### config.mk
export PLATFORM = sky130hd
export DESIGN_NAME = power_down_and_clock_out_control
export DESIGN_NICKNAME = d
export VERILOG_FILES = /design/src/power_down_pkg.sv /design/src/power_down_and_clock_out_control.sv
export VERILOG_INCLUDE_DIRS = /design/src
export SDC_FILE = /design/constraint.sdc
export NUM_CORES = 1
export LEC_CHECK = 0
export ABC_AREA = 1
export BUFFER_PORTS_ARGS = -buffer_cell sky130_fd_sc_hd__buf_4
export CAP_MARGIN = 20
export CELL_PAD_IN_SITES_DETAIL_PLACEMENT = 2
export CELL_PAD_IN_SITES_GLOBAL_PLACEMENT = 2
export CORE_UTILIZATION = 24
export CTS_BUF_LIST = sky130_fd_sc_hd__clkbuf_8
export CTS_CLUSTER_DIAMETER = 40
export DETAILED_ROUTE_END_ITERATION = 16
export PLACE_DENSITY_LB_ADDON = 0.15
export SLEW_MARGIN = 10
export SYNTH_ARGS = -nofsm -noshare
export SYNTH_HDL_FRONTEND = slang
export SYNTH_SLANG_ARGS = --single-unit
### constraint.sdc
create_clock -name pclk -period 1.1 [get_ports pclk]
set_clock_uncertainty 0.1 [all_clocks]
set_input_delay 0.22 -clock pclk [delete_from_list [all_inputs] [get_ports pclk]]
set_output_delay 0.22 -clock pclk [all_outputs]
set_load 0.05 [all_outputs]
### src/power_down_map.svh
// Register indices, field positions, patterns and reset values.
`ifndef POWER_DOWN_MAP_SVH
`define POWER_DOWN_MAP_SVH

// ==========================================================================
// Register indices (byte address is four times the index)
`define ICC_INDEX 6'h01
`define PDC_INDEX 6'h02
`define STS_INDEX 6'h08

// ==========================================================================
// Reset values
`define ICC_RESET 8'h00
`define PDC_RESET 8'h00

// ==========================================================================
// Interface clock control fields
`define PIN_B_CLKOUT_BIT 2
`define PIN_C_INV_BIT 1

// ==========================================================================
// Power-down control fields
`define TXA_HI 7
`define TXA_LO 5
`define TXD_BIT 4
`define RXD_BIT 3
`define PLL_PD_BIT 2
`define PLL_DISC_BIT 1

// ==========================================================================
// Transmit analog power-down patterns
`define TXA_A_OFF 3'h4
`define TXA_B_OFF 3'h2
`define TXA_ALL_OFF 3'h7

// ==========================================================================
// Status fields
`define STS_LOCK_BIT 0
`define STS_SEL_PLL_BIT 1
`define STS_TXCLK_BIT 2
`define STS_RXCLK_BIT 3
`define STS_DACA_BIT 4
`define STS_DACB_BIT 5
`define STS_SUPPORT_BIT 6
`define STS_BIAS_BIT 7

`endif

### src/power_down_pkg.sv
// Types shared by the power-down and clock-out control logic.
package power_down_pkg;

  typedef enum logic [1:0] {
    TX_ALL_ON,
    TX_A_OFF,
    TX_B_OFF,
    TX_ALL_OFF
  } tx_mode_t;

  typedef struct packed {
    logic bias_on;
    logic support_off;
    logic dac_b_off;
    logic dac_a_off;
  } tx_analog_t;

  typedef struct packed {
    logic [9:0] chan_b;
    logic [9:0] chan_a;
  } tx_sample_t;

endpackage

### src/power_down_and_clock_out_control.sv
// Power-down and interface clock-out control with an APB register slave.
//
// Design decision made here: the APB register port.
`timescale 1ns/1ps
`default_nettype none
`include "power_down_map.svh"

// Overview of operation
// Clock-out bit drives pin B clock, inverted full-duplex
// Invert bit inverts clock on pin C
// Patterns 100/010 silence channel A/B output
// Pattern 111 silences both, support circuitry off
// DAC bias stays on for fast recovery
// Transmit digital bit resets low, gates clocks
// Transmit outputs hold last values while down
// Receive digital bit powers down receive section
// PLL bit forces multiplier into power-down
// Partner supplies fastest clock while PLL down
// Disconnect removes PLL output, PLL keeps locking
module power_down_and_clock_out_control #(
  parameter int ADDR_W = 8
) (
  // APB clock and reset
  input wire logic pclk,
  input wire logic presetn,
  // APB slave
  input wire logic psel,
  input wire logic penable,
  input wire logic pwrite,
  input wire logic [ADDR_W-1:0] paddr,
  input wire logic [31:0] pwdata,
  input wire logic [3:0] pstrb,
  output logic [31:0] prdata,
  output logic pready,
  output logic pslverr,
  // Clock sources, sampled as levels
  input wire logic reference_clock_input,
  input wire logic pll_clock_in,
  input wire logic pll_locked,
  input wire logic full_duplex,
  // Interface clock pins
  output logic aux_interface_pin_b_out,
  output logic aux_interface_pin_b_oe,
  output logic aux_interface_pin_c_out,
  // Clock path
  output logic core_clock,
  output logic pll_power_down,
  output logic pll_output_connected,
  // Transmit path
  input wire logic tx_valid,
  input wire power_down_pkg::tx_sample_t tx_sample,
  output power_down_pkg::tx_sample_t tx_hold,
  output logic tx_clock_enable,
  output power_down_pkg::tx_analog_t tx_analog,
  // Receive path
  output logic rx_clock_enable
);

  // ========================================================================
  // Elaboration checks
  if (ADDR_W < 8)
  begin : g_addr_check
    $error("ADDR_W must be at least 8");
  end

  // ========================================================================
  // Registers and decode
  logic [7:0] icc_r;
  logic [7:0] pdc_r;
  logic [7:0] status;
  logic [5:0] word_index;
  logic upper_zero;
  logic hit_icc;
  logic hit_pdc;
  logic hit_sts;
  logic mapped;
  logic setup;
  logic access;
  logic wr_lane0;
  logic [31:0] rd_value;

  assign word_index = paddr[7:2];
  assign upper_zero = (paddr >> 8) == '0;
  assign hit_icc = upper_zero && (word_index == `ICC_INDEX);
  assign hit_pdc = upper_zero && (word_index == `PDC_INDEX);
  assign hit_sts = upper_zero && (word_index == `STS_INDEX);
  assign mapped = hit_icc || hit_pdc || hit_sts;
  assign setup = psel && !penable;
  assign access = psel && penable && pready;
  assign wr_lane0 = access && pwrite && pstrb[0] && !pslverr;

  always_comb
  begin
    rd_value = 32'h0000_0000;
    if (hit_icc)
    begin
      rd_value = {24'h00_0000, icc_r};
    end
    else if (hit_pdc)
    begin
      rd_value = {24'h00_0000, pdc_r};
    end
    else if (hit_sts)
    begin
      rd_value = {24'h00_0000, status};
    end
  end

  // ========================================================================
  // APB handshake: no wait states, answer prepared in the setup cycle.
  always_ff @(posedge pclk or negedge presetn)
  begin
    if (!presetn)
    begin
      pready <= 1'b0;
      pslverr <= 1'b0;
      prdata <= 32'h0000_0000;
    end
    else
    begin
      pready <= setup;
      if (setup)
      begin
        pslverr <= !mapped || (pwrite && hit_sts);
        prdata <= pwrite ? 32'h0000_0000 : rd_value;
      end
      else if (access)
      begin
        pslverr <= 1'b0;
        prdata <= 32'h0000_0000;
      end
    end
  end

  // ========================================================================
  // Interface clock control register
  always_ff @(posedge pclk or negedge presetn)
  begin
    if (!presetn)
    begin
      icc_r <= `ICC_RESET;
    end
    else if (wr_lane0 && hit_icc)
    begin
      icc_r <= pwdata[7:0];
    end
  end

  // ========================================================================
  // Power-down control register, all fields low after reset.
  always_ff @(posedge pclk or negedge presetn)
  begin
    if (!presetn)
    begin
      pdc_r <= `PDC_RESET;
    end
    else if (wr_lane0 && hit_pdc)
    begin
      pdc_r <= pwdata[7:0];
    end
  end

  // ========================================================================
  // Clock path selection
  logic pll_pd_bit;
  logic pll_disc_bit;
  logic sel_pll;
  logic clk_mux;

  assign pll_pd_bit = pdc_r[`PLL_PD_BIT];
  assign pll_disc_bit = pdc_r[`PLL_DISC_BIT];
  // The reference input alone feeds the clock path when the PLL is down.
  assign sel_pll = !pll_pd_bit && !pll_disc_bit;
  assign clk_mux = sel_pll ? pll_clock_in : reference_clock_input;

  always_ff @(posedge pclk or negedge presetn)
  begin
    if (!presetn)
    begin
      core_clock <= 1'b0;
      pll_power_down <= 1'b0;
      pll_output_connected <= 1'b0;
    end
    else
    begin
      core_clock <= clk_mux;
      pll_power_down <= pll_pd_bit;
      // Disconnect alone leaves the PLL powered so it keeps lock.
      pll_output_connected <= sel_pll;
    end
  end

  // ========================================================================
  // Interface clock pins
  always_ff @(posedge pclk or negedge presetn)
  begin
    if (!presetn)
    begin
      aux_interface_pin_b_out <= 1'b0;
      aux_interface_pin_b_oe <= 1'b0;
      aux_interface_pin_c_out <= 1'b0;
    end
    else
    begin
      aux_interface_pin_b_oe <= icc_r[`PIN_B_CLKOUT_BIT];
      if (icc_r[`PIN_B_CLKOUT_BIT])
      begin
        aux_interface_pin_b_out <= clk_mux ^ full_duplex;
      end
      else
      begin
        aux_interface_pin_b_out <= 1'b0;
      end
      aux_interface_pin_c_out <= clk_mux ^ icc_r[`PIN_C_INV_BIT];
    end
  end

  // ========================================================================
  // Transmit analog power-down decode
  power_down_pkg::tx_mode_t tx_mode;
  power_down_pkg::tx_analog_t tx_analog_nxt;

  always_comb
  begin
    case (pdc_r[`TXA_HI:`TXA_LO])
      `TXA_A_OFF: tx_mode = power_down_pkg::TX_A_OFF;
      `TXA_B_OFF: tx_mode = power_down_pkg::TX_B_OFF;
      `TXA_ALL_OFF: tx_mode = power_down_pkg::TX_ALL_OFF;
      default: tx_mode = power_down_pkg::TX_ALL_ON;
    endcase
  end

  always_comb
  begin
    tx_analog_nxt = '0;
    tx_analog_nxt.bias_on = 1'b1;
    case (tx_mode)
      power_down_pkg::TX_A_OFF:
      begin
        tx_analog_nxt.dac_a_off = 1'b1;
      end
      power_down_pkg::TX_B_OFF:
      begin
        tx_analog_nxt.dac_b_off = 1'b1;
      end
      power_down_pkg::TX_ALL_OFF:
      begin
        tx_analog_nxt.dac_a_off = 1'b1;
        tx_analog_nxt.dac_b_off = 1'b1;
        tx_analog_nxt.support_off = 1'b1;
      end
      default:
      begin
        tx_analog_nxt.dac_a_off = 1'b0;
      end
    endcase
  end

  // Recovery takes a single cycle because the bias stays on outside reset.
  always_ff @(posedge pclk or negedge presetn)
  begin
    if (!presetn)
    begin
      tx_analog <= '0;
    end
    else
    begin
      tx_analog <= tx_analog_nxt;
    end
  end

  // ========================================================================
  // Transmit digital section
  logic txd_bit;

  assign txd_bit = pdc_r[`TXD_BIT];

  always_ff @(posedge pclk or negedge presetn)
  begin
    if (!presetn)
    begin
      tx_clock_enable <= 1'b0;
    end
    else
    begin
      tx_clock_enable <= !txd_bit;
    end
  end

  always_ff @(posedge pclk or negedge presetn)
  begin
    if (!presetn)
    begin
      tx_hold <= '0;
    end
    else if (tx_valid && !txd_bit)
    begin
      tx_hold <= tx_sample;
    end
  end

  // ========================================================================
  // Receive digital section
  always_ff @(posedge pclk or negedge presetn)
  begin
    if (!presetn)
    begin
      rx_clock_enable <= 1'b0;
    end
    else
    begin
      rx_clock_enable <= !pdc_r[`RXD_BIT];
    end
  end

  // ========================================================================
  // Status word
  always_comb
  begin
    status = 8'h00;
    status[`STS_LOCK_BIT] = pll_locked && !pll_power_down;
    status[`STS_SEL_PLL_BIT] = pll_output_connected;
    status[`STS_TXCLK_BIT] = tx_clock_enable;
    status[`STS_RXCLK_BIT] = rx_clock_enable;
    status[`STS_DACA_BIT] = tx_analog.dac_a_off;
    status[`STS_DACB_BIT] = tx_analog.dac_b_off;
    status[`STS_SUPPORT_BIT] = tx_analog.support_off;
    status[`STS_BIAS_BIT] = tx_analog.bias_on;
  end

endmodule
`default_nettype wire

# Yosys cells after proc, flatten, opt, wreduce, memory -nomap -nowiden
# Index checks and enable logic that the tools add are counted.
# op_classes
eq_ne,9
mux,14
n_bitwise,2
n_reduce_logical,26
# op_table
op,n
$mux 32,5
$logic_and 1x1->1,12
$logic_not 1->1,8
$mux 8,1
$mux 1,7
$eq 3x3->1 const B,2
$eq 6x1->1 const B,1
$eq 6x2->1 const B,1
$eq 6x4->1 const B,1
$pmux 2 s3,1
$eq 2x2->1 const B,2
$reduce_or 2->1,2
$eq 3x2->1 const B,1
$logic_or 1x1->1,3
$eq 2x1->1 const B,1
$reduce_bool 2->1,1
$xor 1x1->1,2
# totals
ff_bits,82
inputBits,74
word_cells,70

# Logic depth before layout (Yosys ltp)
# depth
depth_word,7
ltp_mapped,7

# Least setup slack after synthesis
# OpenSTA, ideal clock, no wires.
# synth_timing
path_kind,flip-flop to flip-flop
start,register pready
end,register pdc_r[0]
setup_ps,65
arrival_time_ps,1382
t_required_ps,935
setup_slack_ps,-447
path_stages_with_launch,6
n_path_buf,1
period_less_slack_ps,1547
path_cell_list,dfrtp_1 nand3_2 nor3_4 buf_4 nand3_1 nand2_1
# synth_via
elab_chain_len,5
# synth_lines
item,line,rtl
"start, declared",power_down_and_clock_out_control.sv:34,"output logic pready,"
"start signal, assigned",power_down_and_clock_out_control.sv:121,pready <= setup;
$logic_and 1x1->1,power_down_and_clock_out_control.sv:89,assign access = psel && penable && pready;
$logic_and 1x1->1 (3 in series),power_down_and_clock_out_control.sv:90,assign wr_lane0 = access && pwrite && pstrb[0] && !pslverr;
$logic_and 1x1->1,power_down_and_clock_out_control.sv:157,else if (wr_lane0 && hit_pdc)
"end signal, assigned",power_down_and_clock_out_control.sv:155,pdc_r <= `PDC_RESET;
"end signal, assigned",power_down_and_clock_out_control.sv:159,pdc_r <= pwdata[7:0];
"end, declared",power_down_and_clock_out_control.sv:69,logic [7:0] pdc_r;
# Every way passes these cells.
# A chain may end at the register's enable or synchronous reset.

# Worst setup path after layout
# layout_timing
start,register pslverr
end,output pslverr
# layout_rtl
item,line,rtl
"start, declared",power_down_and_clock_out_control.sv:35,"output logic pslverr,"
"start signal, assigned",power_down_and_clock_out_control.sv:124,pslverr <= !mapped || (pwrite && hit_sts);
# No word-level cell between the ends.

==> key figures <==
GRT
  • First-pass GRT wire length: around 15000 µm
  • Remaining Overflow, GRT: 0
  • GRT Total Usage: 17.63%
  • Largest net degree at the start of global routing: 38
  • Number of global-route vias before repair: about 2700
  • Initial antenna violation count: 0

Placement
  • Final HPWL DP: between 6000 and 7000 µm
  • Placed insts: 511
  • DP Worst Slack: -0.2468 ns
  • I/O Buffers: 86
  • Last weighted congestion value of the routability-driven placer: between 0.7 and 0.8

Yosys
  • Avg Inst Size Synth: 10.00 µm²
  • Post-synth EDFFs: 0
  • Seq cells post-synth: 58
  • Sequential cell area fraction in the yosys report: between 50% and 60%
  • Syn Inst Count: 266
  • Dominant cell type by area after synthesis: dfrtp_1
  • Synth Flop Type: dfrtp_1
  • Synthesized area: 0.002661 mm²
  • Synth area leaders: dfrtp_1 55%, nand2_1 8.9%, mux2_2 8.5%
  • Synth async-reset ratio: 100.0%
  • Top cell type's share of synthesized area: 54.54%
  • Library cells used by synthesis: 26
  • Ys Warns: 0

STA
  • Final number of hold-violating endpoints: 0
  • Fmax: 0.7403 GHz
  • Fin. max-slew vios: 0
  • RSZ-0062 raised after global routing: true
  • Final min period: 1.351 ns
  • Final period util: 122.8%
  • Final worst slack: -0.2508 ns
  • Setup violations, final: slightly below 90

Critical path
  • Critical path capture point type: primary output
  • Crit. path cell count: 2
  • Slowest cell delay on critical path: 0.43 ns
  • Worst path bufs/invs: 2
  • Critical-path top delay cell: dfrtp_2
  • Worst setup path category: reg -> out
  • Critical-path cell list: buf_6 -> buf_8
  • CP delay by family, top: flip-flops
  • Worst reg2reg path depth: 4
  • CP arrival: 1.03 ns
  • Worst EP required: 0.78 ns
  • Startpoint Class: register
  • Worst Path Max Fanout: 2

Flow run
  • Max-cap violations: 0

Drt
  • Via Count: 2563
  • DRT Wirelength: approximately 10000 µm
  • Vias/cell: 4.366
  • Antenna-violating nets left: 0
  • DR pass1 iterations: 4
  • # DRC: 0
  • Initial DRC count: 71
  • Avg WL per Cell: 17.01 µm

Clocking
  • Max Root-Sink Buffers: 2
  • Clk Tree Root Cell: clkbuf_8
  • # clock sinks: 58
  • # H-tree levels: 3
  • CTS tree: done
  • Clock Latency Late Sink: ~0.35 ns
  • Worst-path clk slew: 0.09 ns
  • Num CTS Buffers: 9

Pwr
  • Seq pwr share: 37.5%
  • Lkg Pwr: 2.497 nW
  • P per Cell Area: 1252 mW/mm²
  • Switching share of power: 30.63%
  • VDD IR max: around 0.53 mV
  • Internal: 4.260 mW
  • Clk pwr share: 38.0%
  • Sw Pwr: 1.881 mW
  • Gate power share: around a quarter

Cells and area
  • Fillcell total: approximately 1200
  • Nets: just over 500
  • Area growth from synthesis to layout: 84.30%
  • Most common cell after layout, fill and taps aside: buf_4
  • Share of cells above drive strength 1: a little under three fifths
  • Antenna diodes: 0
  • Commonest non-fill, non-tap cells in the layout: 96 x buf_4, 56 x dfrtp_1, 47 x buf_6
  • Layout Cells excl Fill: 587

Hold path
  • Hold Path Class: in -> reg
  • Hold path depth: 2

Floorplan
  • Core Area: 0.01084 mm²
  • # IOs: 140
  • Die Y: between 100 and 150 µm
  • Die width: between 100 and 150 µm
  • Std cell rows: 38
  • Die area: 0.01151 mm²
  • Starting density of the core: 24.55%

Outcome
  • Failing checks: setup timing
  • Outcome: finished, violations left
[synth_stat cells, types with 4 or more instances]
cell type   n
nand2_1    63
dfrtp_1    58
buf_4      26
nand3_1    24
nand4_1    23
mux2_2     20
nor2_1     13
inv_1      10
buf_2       4
[worst register-to-register path, cell delays in order (launching register included)]
cell     delay [ns]
dfrtp_1        0.39
inv_2          0.12
nand2_8        0.10
buf_8          0.16
mux2_4         0.29
[metrics by stage]
stage	instance area (µm²)	util, %	setup TNS, ns	hold WS [ns]	power (mW)
global route	4905	45.24	-15.01	-0.006447	6.369
floorplan	2858	-	-7.412	-0.1756	3.122
finish	4905	45.24	-11.76	0.006488	6.141
global placement	3682	33.97	-6.925	0.07759	3.484
detailed placement	3682	33.97	-8.138	0.08734	3.512
CTS	4790	44.18	-14.24	0.0004330	6.130
[power by group through the flow]
stage               logic (mW)  clock network (mW)  registers [mW]
CTS                       1.46                2.37            2.30
finish                    1.51                2.33            2.30
global route              1.58                2.48            2.31
detailed placement        1.19                   0            2.33
global placement          1.17                   0            2.32
floorplan                0.487                   0            2.64
[state kept, by name (all words and copies together) (netlist names), 4 cells and up]
signal     count
icc_r          8
pdc_r          8
prdata         8
tx_analog      4
tx_hold       20
[layer usage]
layer | vias up | part of all wire [%] | GRT usage, %
li1 | 1196 | - | -
met1 | 1291 | 43 | 22.25
met2 | 62 | 52 | 30.46
met3 | 14 | 2.6 | 2.300
met4 | 0 | 2.1 | 6.947
met5 | - | 0 | 0
[path summary, 6_finish.rpt]
| kind | start | end | slack [ns] |
|---|---|---|---|
| max | pslverr$_DFFE_PN0P_ | pslverr | -0.25 |
| max reg2reg | pdc_r[4]$_DFFE_PN0P_ | tx_hold[13]$_DFFE_PN0P_ | -0.18 |
| min in group asynchronous | presetn | tx_hold[8]$_DFFE_PN0P_ | 0.26 |
| max in group asynchronous | presetn | pdc_r[1]$_DFFE_PN0P_ | 0.37 |
| min | tx_sample[16] | tx_hold[16]$_DFFE_PN0P_ | 0.006 |
| min reg2reg | pdc_r[3]$_DFFE_PN0P_ | rx_clock_enable$_DFF_PN0_ | 0.36 |
[timing repair]
item / in CTS / in global routing
gates cloned: 5 / 0
hold buffers: 20 / 0
setup endpoints to repair: 82 / 89
pin swaps: 22 / 6
setup buffers: 23 / 14
endpoints found under the hold margin: 77 / 0
resized for setup: 104 / 15
[final cells by class]
class                           count  area [µm²]  share of cell area, %
Timing Repair Buffer              173        1658                  33.80
Multi-Input combinational cell    186        1330                  27.12
Inverter                           14       58.81                  1.199
Sequential cell                    58        1454                  29.64
Tap cell                          140       175.2                  3.571
Clock buffer                       11       151.4                  3.087
Clock inverter                      5       77.57                  1.582
[kinds of logic (layout without fill, tap and decap cells)]
kind of cell	after synthesis	in the layout	synth area share, %
xor gates and xnor gates	1	1	0.3292
AOI/OAI and AO/OA	5	5	1.128
buffers and inverters	45	203	10.44
and+or+nand+nor	135	135	24.82
muxes	20	20	8.463
other	2	25	0.2822
DFF	58	58	54.54
Note: power is estimated with default switching activity, not from simulation.
